File: src/vimc_pkg.sv
package vimc_pkg;

  // System-register selector fields
  localparam logic [1:0] OP0_SEL       = 2'h3;
  localparam logic [2:0] OP1_SEL       = 3'h4;
  localparam logic [3:0] CRN_SEL       = 4'hC;
  localparam logic [3:0] CRM_SEL       = 4'hB;
  localparam logic [2:0] OP2_STATUS    = 3'h2;
  localparam logic [2:0] OP2_CONTROL   = 3'h7;

  // Outcome codes
  localparam logic [5:0] TRAP_CLASS    = 6'h18;
  localparam logic [11:0] REDIRECT_OFS = 12'h04C8;

  // Control register field positions
  localparam int PMR_LSB   = 24;
  localparam int BP0_LSB   = 21;
  localparam int BP1_LSB   = 18;
  localparam int SPLIT_BIT = 9;
  localparam int CBP_BIT   = 4;
  localparam int FIQ_BIT   = 3;
  localparam int ACK_BIT   = 2;
  localparam int EN1_BIT   = 1;
  localparam int EN0_BIT   = 0;

  // Reset values of the control fields, binary point maximum and spurious ID
  localparam logic [7:0] PMR_RST = 8'h00;
  localparam logic [2:0] BP_RST  = 3'h0;
  localparam logic [2:0] BP_MAX  = 3'h7;
  localparam logic [15:0] SPURIOUS_ID = 16'h03FE;

  localparam int NUM_LR = 16;

  // Privilege levels
  typedef enum logic [1:0] {
    VIMC_EL_USER  = 2'b00,
    VIMC_EL_GUEST = 2'b01,
    VIMC_EL_HYP   = 2'b10,
    VIMC_EL_MON   = 2'b11
  } vimc_el_t;

  // Access outcome
  typedef enum logic [1:0] {
    VIMC_RES_OK       = 2'b00,
    VIMC_RES_UNDEF    = 2'b01,
    VIMC_RES_TRAP     = 2'b10,
    VIMC_RES_REDIRECT = 2'b11
  } vimc_res_t;

  // One system-register access request
  typedef struct packed {
    logic        valid;
    logic        write;
    logic [1:0]  op0;
    logic [2:0]  op1;
    logic [3:0]  crn;
    logic [3:0]  crm;
    logic [2:0]  op2;
    vimc_el_t    el;
    logic        secure;
    logic [63:0] wdata;
  } vimc_req_t;

  // Answer to the core
  typedef struct packed {
    logic        valid;
    vimc_res_t   result;
    logic [5:0]  trap_class;
    logic        trap_to_mon;
    logic [11:0] redirect_ofs;
    logic [63:0] rdata;
  } vimc_rsp_t;

  // Hypervisor enables and miss counter feeding the status flags
  typedef struct packed {
    logic       grp_one_off_irq_en;
    logic       grp_one_on_irq_en;
    logic       grp_zero_off_irq_en;
    logic       grp_zero_on_irq_en;
    logic       none_pending_irq_en;
    logic       missing_entry_irq_en;
    logic       list_low_irq_en;
    logic [4:0] deactivation_miss_counter;
  } vimc_hyp_t;

endpackage

File: src/vimc_ctrl.sv
`timescale 1ns/1ps

// Function
// Bit 7 set when group-one-off enable set and guest group one disabled.
// Bit 6 set when group-one-on enable set and guest group one enabled.
// Bit 5 set when group-zero-off enable set and guest group zero disabled.
// Bit 4 set when group-zero-on enable set and guest group zero enabled.
// Bit 3 set when none-pending enable set and no entry is pending.
// Bit 2 set when missing-entry enable set and miss counter non-zero.
// Bit 1 set when list-low enable set and at most one valid entry.
// Bit 0 set when any per-entry end-of-interrupt status bit is set.
// Status flags reset to zero; bits 63 to 8 read zero.
// List-low and none-pending ignore directly injected interrupts.
// Priority mask passes only interrupts of higher priority than it.
// Group-zero binary point clamps writes to the preemption-derived minimum.
// Non-secure group-one binary point clamps to group-zero minimum plus one.
// Secure group-one binary point clamps to the group-zero minimum.
// Hypervisor accesses always reach group-one binary point.
// Split mode selects priority drop only versus drop plus deactivate.
// Common binary point: guest reads group-zero plus one saturated, writes ignored.
// Fast-route bit steers group zero to FIQ; fixed one when always-enabled. Here the stored bit resets to zero and reads zero until first written.
// Ack-control zero returns ID 1022 for group one; fixed zero when always-enabled.
// Bits 1 and 0 enable guest group one and group zero.
// Status and control reached at fixed selector encodings.
// User access undefined; disabled hypervisor or monitor access traps 0x18.
// Nested guest control reads redirect to offset 0x4C8.
// Each list entry has two-bit state: invalid, pending, active, both.
// Status read-only, recomputed live; maintenance output ORs all flags.
// Reserved control bits read zero and ignore writes.
module vimc_ctrl #(
  parameter logic [2:0] PREEMPT_BITS = 3'h4,
  parameter bit         SRE_FIXED    = 1'b0
) (
  input  wire logic                             clk,
  input  wire logic                             resetn,
  input  wire vimc_pkg::vimc_req_t              req,
  output vimc_pkg::vimc_rsp_t                   rsp,
  input  wire vimc_pkg::vimc_hyp_t              hyp,
  input  wire logic [2*vimc_pkg::NUM_LR-1:0]    lr_state,
  input  wire logic [vimc_pkg::NUM_LR-1:0]      per_entry_eoi_status,
  input  wire logic                             sre_hyp,
  input  wire logic                             sre_mon,
  input  wire logic                             nested_en,
  input  wire logic                             nested_mem_en,
  input  wire logic                             pend_valid,
  input  wire logic [7:0]                       pend_priority,
  input  wire logic                             pend_group_one,
  input  wire logic [15:0]                      pend_id,
  input  wire logic                             guest_bp1_rd,
  input  wire logic                             guest_bp1_wr,
  input  wire logic [2:0]                       guest_bp1_wdata,
  output logic                                  maint_irq,
  output logic                                  virq,
  output logic                                  vfiq,
  output logic [15:0]                           ack_id,
  output logic [2:0]                            guest_bp1_rdata,
  output logic                                  eoi_deactivates,
  output logic                                  deactivate_reg_active
);

  logic        rst_meta_reg;
  logic        rst_sync_reg;
  logic [7:0]  pmr_reg;
  logic [2:0]  bp0_reg;
  logic [2:0]  bp1_reg;
  logic        split_reg;
  logic        cbp_reg;
  logic        fiq_reg;
  logic        ack_reg;
  logic        en1_reg;
  logic        en0_reg;
  vimc_pkg::vimc_rsp_t rsp_reg;
  vimc_pkg::vimc_rsp_t rsp_next;

  // Reset release through two flops
  always_ff @(posedge clk or negedge resetn) begin
    if (!resetn) begin
      rst_meta_reg <= 1'b0;
      rst_sync_reg <= 1'b0;
    end else begin
      rst_meta_reg <= 1'b1;
      rst_sync_reg <= rst_meta_reg;
    end
  end

  // Count of entries by state; pure list contents, no direct injection
  function automatic logic [4:0] count_state(input logic [2*vimc_pkg::NUM_LR-1:0] st,
                                             input logic pend_only);
    logic [4:0] n;
    n = 5'h0;
    for (int i = 0; i < vimc_pkg::NUM_LR; i++) begin
      if (pend_only ? st[2*i] : (st[2*i +: 2] != 2'b00))
        n = n + 5'h1;
    end
    return n;
  endfunction

  // Clamp a binary point to a minimum
  function automatic logic [2:0] clamp_bp(input logic [2:0] v, input logic [2:0] mn);
    return (v < mn) ? mn : v;
  endfunction

  // Minimum binary points derived from preemption bits
  wire logic [2:0] bp0_min   = 3'(3'h7 - PREEMPT_BITS - 3'h1);
  wire logic [2:0] bp1_min_n = (bp0_min == vimc_pkg::BP_MAX) ? bp0_min
                               : 3'(bp0_min + 3'h1);
  wire logic [2:0] bp1_min   = req.secure ? bp0_min : bp1_min_n;

  // Entry counts feeding the list flags
  wire logic [4:0] n_pend  = count_state(lr_state, 1'b1);
  wire logic [4:0] n_valid = count_state(lr_state, 1'b0);

  // Live status word
  wire logic [7:0] status_bits = {
    hyp.grp_one_off_irq_en   & ~en1_reg,
    hyp.grp_one_on_irq_en    &  en1_reg,
    hyp.grp_zero_off_irq_en  & ~en0_reg,
    hyp.grp_zero_on_irq_en   &  en0_reg,
    hyp.none_pending_irq_en  & (n_pend == 5'h0),
    hyp.missing_entry_irq_en & (hyp.deactivation_miss_counter != 5'h0),
    hyp.list_low_irq_en      & (n_valid <= 5'h1),
    |per_entry_eoi_status
  };
  // Flags forced low until the reset release completes
  wire logic [7:0]  grp_flags  = rst_sync_reg ? status_bits : 8'h00;
  wire logic [63:0] status_word = {56'h0, grp_flags};

  // Assembled control word; reserved bits stay zero
  wire logic [63:0] ctrl_word = {32'h0, pmr_reg, bp0_reg, bp1_reg, 8'h00,
                                 split_reg, 4'h0, cbp_reg, fiq_reg,
                                 ack_reg, en1_reg, en0_reg};

  // Selector decode
  wire logic sel_base = req.valid && (req.op0 == vimc_pkg::OP0_SEL)
                        && (req.op1 == vimc_pkg::OP1_SEL)
                        && (req.crn == vimc_pkg::CRN_SEL)
                        && (req.crm == vimc_pkg::CRM_SEL);
  wire logic sel_stat = sel_base && (req.op2 == vimc_pkg::OP2_STATUS);
  wire logic sel_ctrl = sel_base && (req.op2 == vimc_pkg::OP2_CONTROL);
  wire logic sel_any  = sel_stat || sel_ctrl;

  // Privilege check
  wire logic at_hyp   = (req.el == vimc_pkg::VIMC_EL_HYP);
  wire logic at_mon   = (req.el == vimc_pkg::VIMC_EL_MON);
  wire logic at_guest = (req.el == vimc_pkg::VIMC_EL_GUEST);
  wire logic sre_ok   = (at_hyp && sre_hyp) || (at_mon && sre_mon);
  wire logic redirect = at_guest && nested_en && nested_mem_en && sel_ctrl;
  wire logic g_trap   = at_guest && nested_en && !redirect;
  wire logic h_trap   = (at_hyp && !sre_hyp) || (at_mon && !sre_mon);
  wire logic do_write = sel_ctrl && req.write && sre_ok;
  // Status is read-only: writes to it are dropped
  wire logic [63:0] wd = req.wdata;

  // Next answer
  always_comb begin
    rsp_next = '0;
    rsp_next.valid = sel_any;
    if (req.el == vimc_pkg::VIMC_EL_USER) begin
      rsp_next.result = vimc_pkg::VIMC_RES_UNDEF;
    end else if (redirect) begin
      rsp_next.result       = vimc_pkg::VIMC_RES_REDIRECT;
      rsp_next.redirect_ofs = vimc_pkg::REDIRECT_OFS;
    end else if (g_trap || h_trap) begin
      rsp_next.result      = vimc_pkg::VIMC_RES_TRAP;
      rsp_next.trap_class  = vimc_pkg::TRAP_CLASS;
      rsp_next.trap_to_mon = at_mon;
    end else if (at_guest) begin
      rsp_next.result = vimc_pkg::VIMC_RES_UNDEF;
    end else begin
      rsp_next.result = vimc_pkg::VIMC_RES_OK;
      rsp_next.rdata  = sel_stat ? status_word : ctrl_word;
    end
  end

  // Control register storage; hypervisor writes always reach both points
  always_ff @(posedge clk or negedge rst_sync_reg) begin
    if (!rst_sync_reg) begin
      pmr_reg   <= vimc_pkg::PMR_RST;
      bp0_reg   <= vimc_pkg::BP_RST;
      bp1_reg   <= vimc_pkg::BP_RST;
      split_reg <= 1'b0;
      cbp_reg   <= 1'b0;
      fiq_reg   <= 1'b0;
      ack_reg   <= 1'b0;
      en1_reg   <= 1'b0;
      en0_reg   <= 1'b0;
    end else if (do_write) begin
      pmr_reg   <= wd[vimc_pkg::PMR_LSB +: 8];
      bp0_reg   <= clamp_bp(wd[vimc_pkg::BP0_LSB +: 3], bp0_min);
      bp1_reg   <= clamp_bp(wd[vimc_pkg::BP1_LSB +: 3], bp1_min);
      split_reg <= wd[vimc_pkg::SPLIT_BIT];
      cbp_reg   <= wd[vimc_pkg::CBP_BIT];
      fiq_reg   <= SRE_FIXED ? 1'b1 : wd[vimc_pkg::FIQ_BIT];
      ack_reg   <= SRE_FIXED ? 1'b0 : wd[vimc_pkg::ACK_BIT];
      en1_reg   <= wd[vimc_pkg::EN1_BIT];
      en0_reg   <= wd[vimc_pkg::EN0_BIT];
    end else if (guest_bp1_wr && !cbp_reg) begin
      // Guest writes are non-secure; ignored under common point
      bp1_reg   <= clamp_bp(guest_bp1_wdata, bp1_min_n);
    end
  end

  // Answer register
  always_ff @(posedge clk or negedge rst_sync_reg) begin
    if (!rst_sync_reg)
      rsp_reg <= '0;
    else
      rsp_reg <= rsp_next;
  end
  assign rsp = rsp_reg;

  // Guest-facing view
  wire logic [2:0] bp0_plus = (bp0_reg == vimc_pkg::BP_MAX) ? vimc_pkg::BP_MAX
                              : 3'(bp0_reg + 3'h1);
  wire logic above_mask = pend_valid && (pend_priority < pmr_reg);
  wire logic grp_on     = pend_group_one ? en1_reg : en0_reg;
  wire logic signal     = above_mask && grp_on;
  wire logic fast_path  = signal && !pend_group_one && (fiq_reg || SRE_FIXED);

  assign maint_irq             = |grp_flags;
  assign virq                  = signal && !fast_path;
  assign vfiq                  = fast_path;
  assign ack_id                = (pend_group_one && !ack_reg)
                                 ? vimc_pkg::SPURIOUS_ID : pend_id;
  // Guest view driven only while a guest read is in progress
  wire logic [2:0] bp1_view    = cbp_reg ? bp0_plus : bp1_reg;
  assign guest_bp1_rdata       = guest_bp1_rd ? bp1_view : 3'h0;
  assign eoi_deactivates       = !split_reg;
  assign deactivate_reg_active = split_reg;

  // Checks
  a_grp_one_off: assert property (@(posedge clk) disable iff (!rst_sync_reg)
    grp_flags[7] == (hyp.grp_one_off_irq_en && !en1_reg))
    else $error("group one off flag wrong");
  a_grp_one_on: assert property (@(posedge clk) disable iff (!rst_sync_reg)
    grp_flags[6] == (hyp.grp_one_on_irq_en && en1_reg))
    else $error("group one on flag wrong");
  a_grp_zero_off: assert property (@(posedge clk) disable iff (!rst_sync_reg)
    grp_flags[5] == (hyp.grp_zero_off_irq_en && !en0_reg))
    else $error("group zero off flag wrong");
  a_grp_zero_on: assert property (@(posedge clk) disable iff (!rst_sync_reg)
    grp_flags[4] == (hyp.grp_zero_on_irq_en && en0_reg))
    else $error("group zero on flag wrong");
  a_missing_entry: assert property (@(posedge clk) disable iff (!rst_sync_reg)
    grp_flags[2] == (hyp.missing_entry_irq_en && (hyp.deactivation_miss_counter != 5'h0)))
    else $error("missing entry flag wrong");
  a_eoi_flag: assert property (@(posedge clk) disable iff (!rst_sync_reg)
    grp_flags[0] == (per_entry_eoi_status != 16'h0))
    else $error("end of irq flag wrong");
  a_status_read: assert property (@(posedge clk) disable iff (!rst_sync_reg)
    sel_stat && sre_ok && !req.write |=> rsp.valid && rsp.rdata[63:8] == 56'h0
                                         && rsp.rdata[7:0] == $past(grp_flags))
    else $error("status read data wrong");
  a_user_undef: assert property (@(posedge clk) disable iff (!rst_sync_reg)
    sel_any && req.el == vimc_pkg::VIMC_EL_USER |=> rsp.result == vimc_pkg::VIMC_RES_UNDEF)
    else $error("user access not undefined");
  a_hyp_trap: assert property (@(posedge clk) disable iff (!rst_sync_reg)
    sel_any && at_hyp && !sre_hyp |=> rsp.result == vimc_pkg::VIMC_RES_TRAP
                                       && rsp.trap_class == 6'h18)
    else $error("hypervisor trap missing");
  a_bp0_clamp: assert property (@(posedge clk) disable iff (!rst_sync_reg)
    do_write |=> bp0_reg >= bp0_min)
    else $error("group zero point below minimum");
  a_ack_spurious: assert property (@(posedge clk) disable iff (!rst_sync_reg)
    pend_group_one && !ack_reg |-> ack_id == 16'h03FE)
    else $error("ack id not spurious");

endmodule

File: config.mk
export PLATFORM = sky130hd
export DESIGN_NAME = vimc_ctrl
export DESIGN_NICKNAME = d
export VERILOG_FILES = /design/src/vimc_pkg.sv /design/src/vimc_ctrl.sv
export SDC_FILE = /design/constraint.sdc
export NUM_CORES = 1
export LEC_CHECK = 0
export ABC_AREA = 1
export BUFFER_PORTS_ARGS = -buffer_cell sky130_fd_sc_hd__buf_4
export CORE_ASPECT_RATIO = 1.5
export CORE_MARGIN = 5
export CORE_UTILIZATION = 53
export CTS_CLUSTER_DIAMETER = 100
export CTS_CLUSTER_SIZE = 16
export DETAILED_ROUTE_END_ITERATION = 8
export GPL_TIMING_DRIVEN = 0
export PLACE_DENSITY = 0.91
export REMOVE_ABC_BUFFERS = 1
export SLEW_MARGIN = 25
export SYNTH_ARGS = -nofsm -noshare
export SYNTH_HDL_FRONTEND = slang
export SYNTH_SLANG_ARGS = --single-unit
File: constraint.sdc
create_clock -name clk -period 22.3 [get_ports clk]
set_clock_uncertainty 0.15 [all_clocks]
set_input_delay 1.115 -clock clk [delete_from_list [all_inputs] [get_ports clk]]
set_output_delay 1.115 -clock clk [all_outputs]
set_load 0.05 [all_outputs]
# ---- Yosys cells after proc, flatten, opt, wreduce, memory -nomap -nowiden
# Cells that the tools add are included.
dict set report totals {
  register_bits 108
  inputBits 182
}
dict set report classes {
  add_sub_neg 31
  order_cmp 5
  muxes 56
  bitwise_logic 9
  reduce_logical 57
  n_eq_ne 10
}
# cell count
set op_table {}
lappend op_table {{$add 5x1->5 const B} 30}
lappend op_table {{$mux 5} 30}
lappend op_table {{$mux 32} 4}
lappend op_table {{$mux 82} 1}
lappend op_table {{$reduce_bool 2->1} 17}
lappend op_table {{$mux 3} 8}
lappend op_table {{$logic_and 1x1->1} 23}
lappend op_table {{$mux 16} 1}
lappend op_table {{$reduce_or 16->1} 1}
lappend op_table {{$mux 6} 2}
lappend op_table {{$mux 11} 1}
lappend op_table {{$eq 3x3->1 const B} 3}
lappend op_table {{$eq 4x4->1 const B} 2}
lappend op_table {{$logic_not 1->1} 8}
lappend op_table {{$lt 8x8->1} 1}
lappend op_table {{$mux 8} 1}
lappend op_table {{$reduce_or 8->1} 1}
lappend op_table {{$and 1x1->1} 7}
lappend op_table {{$eq 2x2->1 const B} 3}
lappend op_table {{$lt 3x2->1 const B} 2}
lappend op_table {{$mux 2} 3}
lappend op_table {{$le 5x1->1 const B} 1}
lappend op_table {{$logic_not 5->1} 1}
lappend op_table {{$mux 1} 5}
lappend op_table {{8 further kinds} 12}

# ---- Longest topological paths before layout
# Gate-level depths: netlist of run 1.
dict set report logic_depth {
  depth_word 40
  mapped_depth 56
}

# ---- Worst setup path after synthesis of run 1
# No wires, ideal clock.
dict set report synth_timing {
  path_type {in2out}
  startpoint {in lr_state[0] (netlist name)}
  endpoint {out maint_irq}
  required_ps 21035
  stages 55
  path_buffers 0
  setup_slack_ps 11935
  arrival_ps 9100
  cell_sequence {inv_1 ha_1 inv_1 nand2_2 nand2_2 inv_1 ha_1 nand2_1 nand2_1 ha_1 or2_2 nand2_1 inv_1 ha_1 or2_2 nand2_1 inv_1 ha_1 [... 19 more ...] ha_1 nand2_1 o21ai_1 ha_1 nand2_1 nand2_1 ha_1 or2_2 o21ai_1 inv_1 ha_1 nor2_1 nand2_1 a21oi_1 nand2_1 nor2_1 nand3_1 nand3_1}
}
dict set report synth_between {
  elab_chain_len 36
  word_cells_on_any_way 69
}
# element line_no
set synth_rtl {}
lappend synth_rtl {{start, declared} vimc_ctrl.sv:39} ;# input wire logic [2*vimc_pkg::NUM_LR-1:0] lr_state,
lappend synth_rtl {{$reduce_bool 2->1} vimc_ctrl.sv:92} ;# if (pend_only ? st[2*i] : (st[2*i +: 2] != 2'b00))
lappend synth_rtl {{$mux 1} vimc_ctrl.sv:92}
lappend synth_rtl {{$add 5x1->5} vimc_ctrl.sv:93} ;# n = n + 5'h1;
lappend synth_rtl {{$mux 5} vimc_ctrl.sv:92}
lappend synth_rtl {{$add 5x1->5} vimc_ctrl.sv:93}
lappend synth_rtl {{$mux 5} vimc_ctrl.sv:92}
lappend synth_rtl {{$add 5x1->5} vimc_ctrl.sv:93}
lappend synth_rtl {{$mux 5} vimc_ctrl.sv:92}
lappend synth_rtl {{[... 20 more ...]} --}
lappend synth_rtl {{$add 5x1->5} vimc_ctrl.sv:93}
lappend synth_rtl {{$mux 5} vimc_ctrl.sv:92}
lappend synth_rtl {{$add 5x1->5} vimc_ctrl.sv:93}
lappend synth_rtl {{$mux 5} vimc_ctrl.sv:92}
lappend synth_rtl {{$le 5x1->1} vimc_ctrl.sv:121} ;# hyp.list_low_irq_en & (n_valid <= 5'h1),
lappend synth_rtl {{$and 1x1->1} vimc_ctrl.sv:121}
lappend synth_rtl {{$mux 8 (*)} vimc_ctrl.sv:125} ;# wire logic [7:0] grp_flags = rst_sync_reg ? status_bits : 8'h00;
lappend synth_rtl {{$reduce_or 8->1 (*)} vimc_ctrl.sv:220} ;# assign maint_irq = |grp_flags;
lappend synth_rtl {{end, declared} vimc_ctrl.sv:52} ;# output logic maint_irq,
# Every way passes the cells marked *; elsewhere a longest branch is shown, timed or not.

# ---- Final worst setup path of run 1
# Same ends and word-level chain as after synthesis.

==> summary.md, run 1 <==
| Metric | Value |
|---|---|
| Initial antenna violation count | 0 |
| Root Buffer | clkbuf_16 |
| Fin. max-slew vios | 0 |
| Hold WC Path Type | reg -> async |
| Synth async-reset ratio | 100% |
| Vias in the first global route | 6342 |
| Min cycle time layout | 11.02 ns |
| Final period utilization | 49.4% |
| Slew HR | 36.3% |
| Cells after Synth | 1042 |
| Clk sinks | 51 |
| CTS tree | done |
| Data arrival time of the worst path | 9.76 ns |
| Crit-path max FO | 4 |
| Number of I/O pins | 292 |
| WP data required | 21.04 ns |
| Synthesized flop and latch total | 51 |
| Wirelength per Cell | 12.0 um |
| PortBufs | 194 |
| Nets | 1451 |
| Post-CTS resize count | 0 |
| Yosys cell types | 42 |
| First-pass GRT wire length | 26700 um |
| Antenna Nets Post-Route | 0 |
| Final setup fails | 0 |
| Num CTS Buffers | 5 |
| EDFF count, synth | 0 |
| Area Growth Syn to Fin | 24.0% |
| Register-to-register setup slack | 20.43 ns |
| Post-CTS setup buffer count | 0 |
| Avg Cell Area, Syn | 6.13 sq um |
| Setup TNS | 0 ns |
| DR pass1 iterations | 5 |
| CTS clk-pin slew, worst paths | 0.07 ns |
| Fmax | 90.7 MHz |
| CP max stage delay | 0.33 ns |
| DPL Wire Length | 14600 um |
| Sequential share of the synthesized area | 20.0% |
| Netlist Area Pre-Place | 6390 sq um |
| Gpl congestion | 0.868 |
| H-Tree Depth | 2 |
| Post-Route WL | 16600 um |
| Post-Place Worst Slack | 11.24 ns |
| Total Power | 0.000511 W |
| Slowest CP cell | ha_1 |
| MaxCap Viol Count | 0 |
| Commonest cells after routing, fill and taps aside | nand2_1 (262), inv_1 (204), buf_4 (194) |
| Largest net degree at the start of global routing | 57 |
| Violation count after the first detailed-route iteration | 195 |
| Status | completed |
| Storage cell area | 1280 sq um |
| P_leak | 4.96 nW |
| Peak VDD IR | 0.0000383 V |
| Slew @ Worst Pin | 0.952 ns |
| Height of the die | 144 um |
| Via count | 6742 |
| Worst-skew pair later-pin latency | 0.29 ns |
| Overall routing resource usage | 22.3% |
| Most common flop cell mapped by yosys | dfrtp_1 |
| Commonest non-fill, non-tap cell in the layout | nand2_1 |
| Layout cells sized above 1 | 27.9% |
| Remaining DRCs | 0 |
| Crit path kind | in -> out |
| Crit path setup slack, layout | 11.28 ns |
| Hold_buf cts | 0 |
| PD cells | 64.5 nW/um^2 |
| Final Hold Viols | 0 |
| Row cnt | 49 |
| RSZ-0062 raised after global routing | no |
| CP Launch Type | primary input |
| Filler Cell Count | 1028 |
| Die Area | 14400 sq um |
| Vias per cell | 4.87 |
| Grt total ovfl | 0 |
| Max reg flops | 29 |
| Starting Density | 53.7% |
| CP most frequent cell | nand2_1 |
| Critical Path Sink Type | output pin |
| Synth Warn # | 0 |
| Multi-input gate area | 4050 sq um |
| Core area | 11900 sq um |
| Ant diodes | 0 |
| Die width | 99.7 um |
| CTS Buffer Depth | 2 |
worst paths after layout:
kind | from | endpoint | cells after the start
worst max-delay path | lr_state[0] | maint_irq | 57
worst min-delay path | rst_sync_reg | rsp[24] | 0
worst max register to register | rst_sync_reg | rsp[3] | 6
worst min register to register | rst_sync_reg | rsp[24] | 0
max in group asynchronous | rst_sync_reg | bp0_reg[0] | 0
min in group clk | rst_meta_reg | rst_sync_reg | 0
synthesized netlist by cell type (4+ instances only):
master / n / area [sq um]
nand2_1: 262 / 983
nand4_1: 5 / 31.3
nand2_4: 5 / 56.3
buf_4: 57 / 428
nand3b_1: 13 / 97.6
nor2_2: 6 / 37.5
o21ai_0: 30 / 150
inv_1: 204 / 766
nor3_1: 7 / 35.0
a21oi_1: 10 / 50.1
dfrtp_1: 51 / 1280
nor2_1: 82 / 308
nor4_1: 5 / 31.3
ha_1: 38 / 475
inv_2: 9 / 33.8
or2_2: 21 / 131
nand3_2: 31 / 310
clkbuf_1: 7 / 26.3
nand3_1: 102 / 510
nand2_2: 65 / 407
o21ai_1: 4 / 20.0
per-layer routing:
metal	global-route usage (%)	vias up	share of wire (%)
li1	-	3486	-
met1	20.6	2998	33
met2	47.1	218	57
met3	4.34	40	6.8
met4	7.55	0	3.3
met5	0	-	0
area by class of cell:
type	count	share of cell area (%)
multi-input combinational	765	51.1
clock buffer	6	1.63
sequential	51	16.2
clock inverter	2	0.174
tap	153	2.42
timing repair buffer	194	18.4
inverter	214	10.1
cell families after synthesis:
logic type / count (synthesis) / share of synthesized area (%)
AND/OR/NAND/NOR: 609 / 46.8
buffers and inverters: 278 / 19.7
AO/OA/AOI/OAI: 62 / 5.68
flip-flops: 51 / 20.0
adder cells (fa/ha/maj): 38 / 7.44
XOR/XNOR: 2 / 0.274
other: 2 / 0.118
worst max-delay path, delay by kind of cell:
kind                     cells  cell delay [ns]
adder cells (fa/ha/maj)     14             3.89
buffers and inverters       10             0.74
AND/OR/NAND/NOR             29             3.55
AO/OA/AOI/OAI                4             0.48
where the power goes:
part           internal (W)  switching, W  total [W]
registers         0.0000952    0.00000280  0.0000980
logic              0.000121      0.000218   0.000340
clock network     0.0000416     0.0000317  0.0000733
metrics by stage:
| stage | utilization, % | std cells | hold slack [ns] | instance area (sq um) |
|---|---|---|---|---|
| global route | 66.6 | 1385 | 0.233 | 7930 |
| global placement | 65.4 | 1377 | 0.192 | 7780 |
| CTS | 66.6 | 1385 | 0.225 | 7930 |
| finish | 66.6 | 1385 | 0.219 | 7930 |
| detailed placement | 65.4 | 1377 | 0.202 | 7780 |
| floorplan | - | 1030 | 0.181 | 6130 |
Note: power is estimated with default switching activity, not from simulation.
==> run 2: changes to the inputs <==
ABC_AREA = 0   (was 1)
CORE_UTILIZATION = 43   (was 53)
PLACE_DENSITY = 0.81   (was 0.91)
clock period = 9 ns   (was 22.3 ns; I/O delays follow)
==> run 2 against run 1 <==
The flow now finishes with violations (negative setup slack). Final cell count down 21%. Sequential power up 140%. Via count down 12%. Register-to-register slack worse by 14 ns. Utilization down 3.8 points. Flip-flop and latch count unchanged. First-iteration DRC count up 26%. Worst hold slack worse by 0.051 ns. Synthesized area down 7.6%. Critical path depth down 11. Global-route usage down 0.84 points. Largest cell class unchanged. Largest power group unchanged.
==> summary.md, run 2 <==
| Metric | Value |
|---|---|
| Vias in the first global route | 5757 |
| Peak VDD IR | 0.000224 V |
| Grt peak-use layer | met2 |
| CP most frequent cell | ha_4 |
| CP max stage delay | 0.32 ns |
| CP Launch Type | primary input |
| Met3 Use GR | 5.54% |
| Dpl cell area | 7250 sq um |
| Status | finished with violations |
| Via count | 5905 |
| CTS clk-pin slew, worst paths | 0.07 ns |
| Netlist Area Pre-Place | 5900 sq um |
| Min cycle time layout | 9.22 ns |
| DPL Wire Length | 14100 um |
| Nets | 1156 |
| CTS Buffer Depth | 2 |
| Slowest CP cell | ha_1 |
| CTS tree | done |
| EDFF count, synth | 0 |
| Worst path bufs/invs | 6 |
| Overall routing resource usage | 21.5% |
| Layout cells sized above 1 | 42.2% |
| Num CTS Buffers | 5 |
| Largest area contributor in the netlist | dfrtp_1 |
| Design Area, Final | 8460 sq um |
| Failing checks | negative setup slack |
| Initial antenna violation count | 0 |
| Core area | 13500 sq um |
| Final Hold Viols | 0 |
| Area Growth Syn to Fin | 43.3% |
| Total Power | 0.00283 W |
| Critical Path Sink Type | output pin |
| WP data required | 8.40 ns |
| Max reg flops | 29 |
| Worst-skew pair later-pin latency | 0.29 ns |
| PD cells | 334 nW/um^2 |
| Root Buffer | clkbuf_16 |
| H-Tree Depth | 2 |
| Crit path setup slack, layout | -0.216 ns |
| Top post-synthesis cells by area | dfrtp_1 (22%), ha_1 (8.1%), buf_4 (7.4%), xnor2_1 (5.2%), mux2_2 (4.4%) |
| Commonest non-fill, non-tap cell in the layout | buf_4 |
| Post-Route WL | 19500 um |
| Violation count after the first detailed-route iteration | 245 |
| Hold slack | 0.168 ns |
| Grt total ovfl | 0 |
| Data arrival time of the worst path | 8.62 ns |
| Commonest cells after routing, fill and taps aside | buf_4 (254), nand2_1 (55), conb_1 (54) |
| Final period utilization | 102% |
| Hold WC Path Type | in -> reg |
| Die width | 106 um |
| Kind of cell adding the most delay to the critical path | adder cells |
| MaxCap Viol Count | 0 |
| Height of the die | 154 um |
| Wirelength per Cell | 17.7 um |
| PortBufs | 194 |
| Filler Cell Count | 1082 |
| Fin. max-slew vios | 0 |
| Synthesized flop and latch total | 51 |
| Remaining DRCs | 0 |
| Setup TNS | -0.216 ns |
| Met2 Use GR | 43.2% |
| Largest net degree at the start of global routing | 57 |
| Gpl congestion | 0.885 |
| Post-layout util | 62.8% |
| Sequential share of the synthesized area | 21.6% |
| Yosys cell types | 68 |
| P_leak | 4.07 nW |
| Antenna Nets Post-Route | 0 |
| Clk sinks | 51 |
| Slew HR | 43.3% |
| DR pass1 iterations | 4 |
| Synth async-reset ratio | 100% |
| Crit-path max FO | 3 |
| Fmax | 109 MHz |
| Final setup fails | 1 |
| Crit path kind | in -> out |
| Cells after Synth | 698 |
| First-pass GRT wire length | 28500 um |
| Row cnt | 52 |
| Synth Warn # | 0 |
| Share of the synthesized area in the top cell type | 21.6% |
| Number of I/O pins | 292 |
| Vias per cell | 5.37 |
| Ant diodes | 0 |
| Most frequent cell after synthesis | nand2_1 |
| Met1 Usage GRT | 19.8% |
| Commonest cells in the synthesized netlist | nand2_1 (66), buf_4 (58), dfrtp_1 (51), nor2_1 (51), ha_1 (38) |
| Die Area | 16200 sq um |
| Most common flop cell mapped by yosys | dfrtp_1 |
| Avg Cell Area, Syn | 8.46 sq um |
| Starting Density | 43.8% |
| Slew @ Worst Pin | 0.846 ns |
| RSZ-0062 raised after global routing | yes |
==> run 2: layout make-up <==
type,count,area [sq um],area share (%)
Multi-Input combinational cell,589,4730,55.9
Timing Repair Buffer,258,1960,23.1
Sequential cell,51,1280,15.1
Tap cell,162,203,2.40
Clock buffer,5,125,1.48
Inverter,31,121,1.43
Clock inverter,3,46.3,0.547
==> run 2: worst reg2reg max path, cell delays in order, from the launching register on <==
cell,delay [ns]
dfrtp_4,0.87
and4_1,0.37
o211ai_1,0.11
mux2_4,0.31
buf_4,0.14
buf_4,0.12
o21ai_2,0.10
==> run 2: worst paths after layout <==
kind                              start      endpoint  slack, ns  cells after the start
max                         lr_state[2]     maint_irq      -0.22                     46
min                             sre_mon       rsp[76]       0.17                      2
max reg2reg                rst_sync_reg        rsp[3]       6.76                      6
min reg2reg                rst_meta_reg  rst_sync_reg       0.21                      0
max in group asynchronous  rst_sync_reg       rsp[31]       8.01                      0
min in group asynchronous  rst_sync_reg    pmr_reg[2]       0.23                      0
==> run 2: routing by layer <==
metal / wire (um) / vias to the layer above
met5: 0 / -
met4: 856 / 0
met3: 1590 / 51
met2: 10800 / 280
met1: 6210 / 2769
li1: - / 2805
==> run 2: logic make-up (layout without fill, tap and decap cells) <==
family	count (synthesis)	after routing	share of synthesized area, %
flops	51	51	21.6
simple gates	245	245	21.2
mux	35	35	6.51
other cells	2	54	0.127
buf+inv	110	297	10.8
compound gates	133	133	14.0
fa+ha+maj	38	38	8.05
xor+xnor	84	84	17.8
==> run 2: metrics by stage <==
step / instances / setup WS, ns
finish: 1099 / -0.216
global route: 1099 / -0.517
CTS: 1083 / -0.273
detailed placement: 1027 / -1.21
global placement: 1027 / -1.08
floorplan: 671 / -0.486
==> run 2: where the power goes <==
part | internal [W] | switching (W)
Clock | 0.000132 | 0.0000857
Sequential | 0.000233 | 0.00000621
Combinational | 0.00119 | 0.00118
Total | 0.00155 | 0.00127
==> run 2: what timing repair did <==
item                                    in CTS  in global routing
hold buffers                                 1                  0
setup buffers                               47                 17
gates resized for setup                     64                 47
endpoints found under the setup margin       3                  3
pin swaps                                   26                 52
endpoints found under the hold margin        2                  0
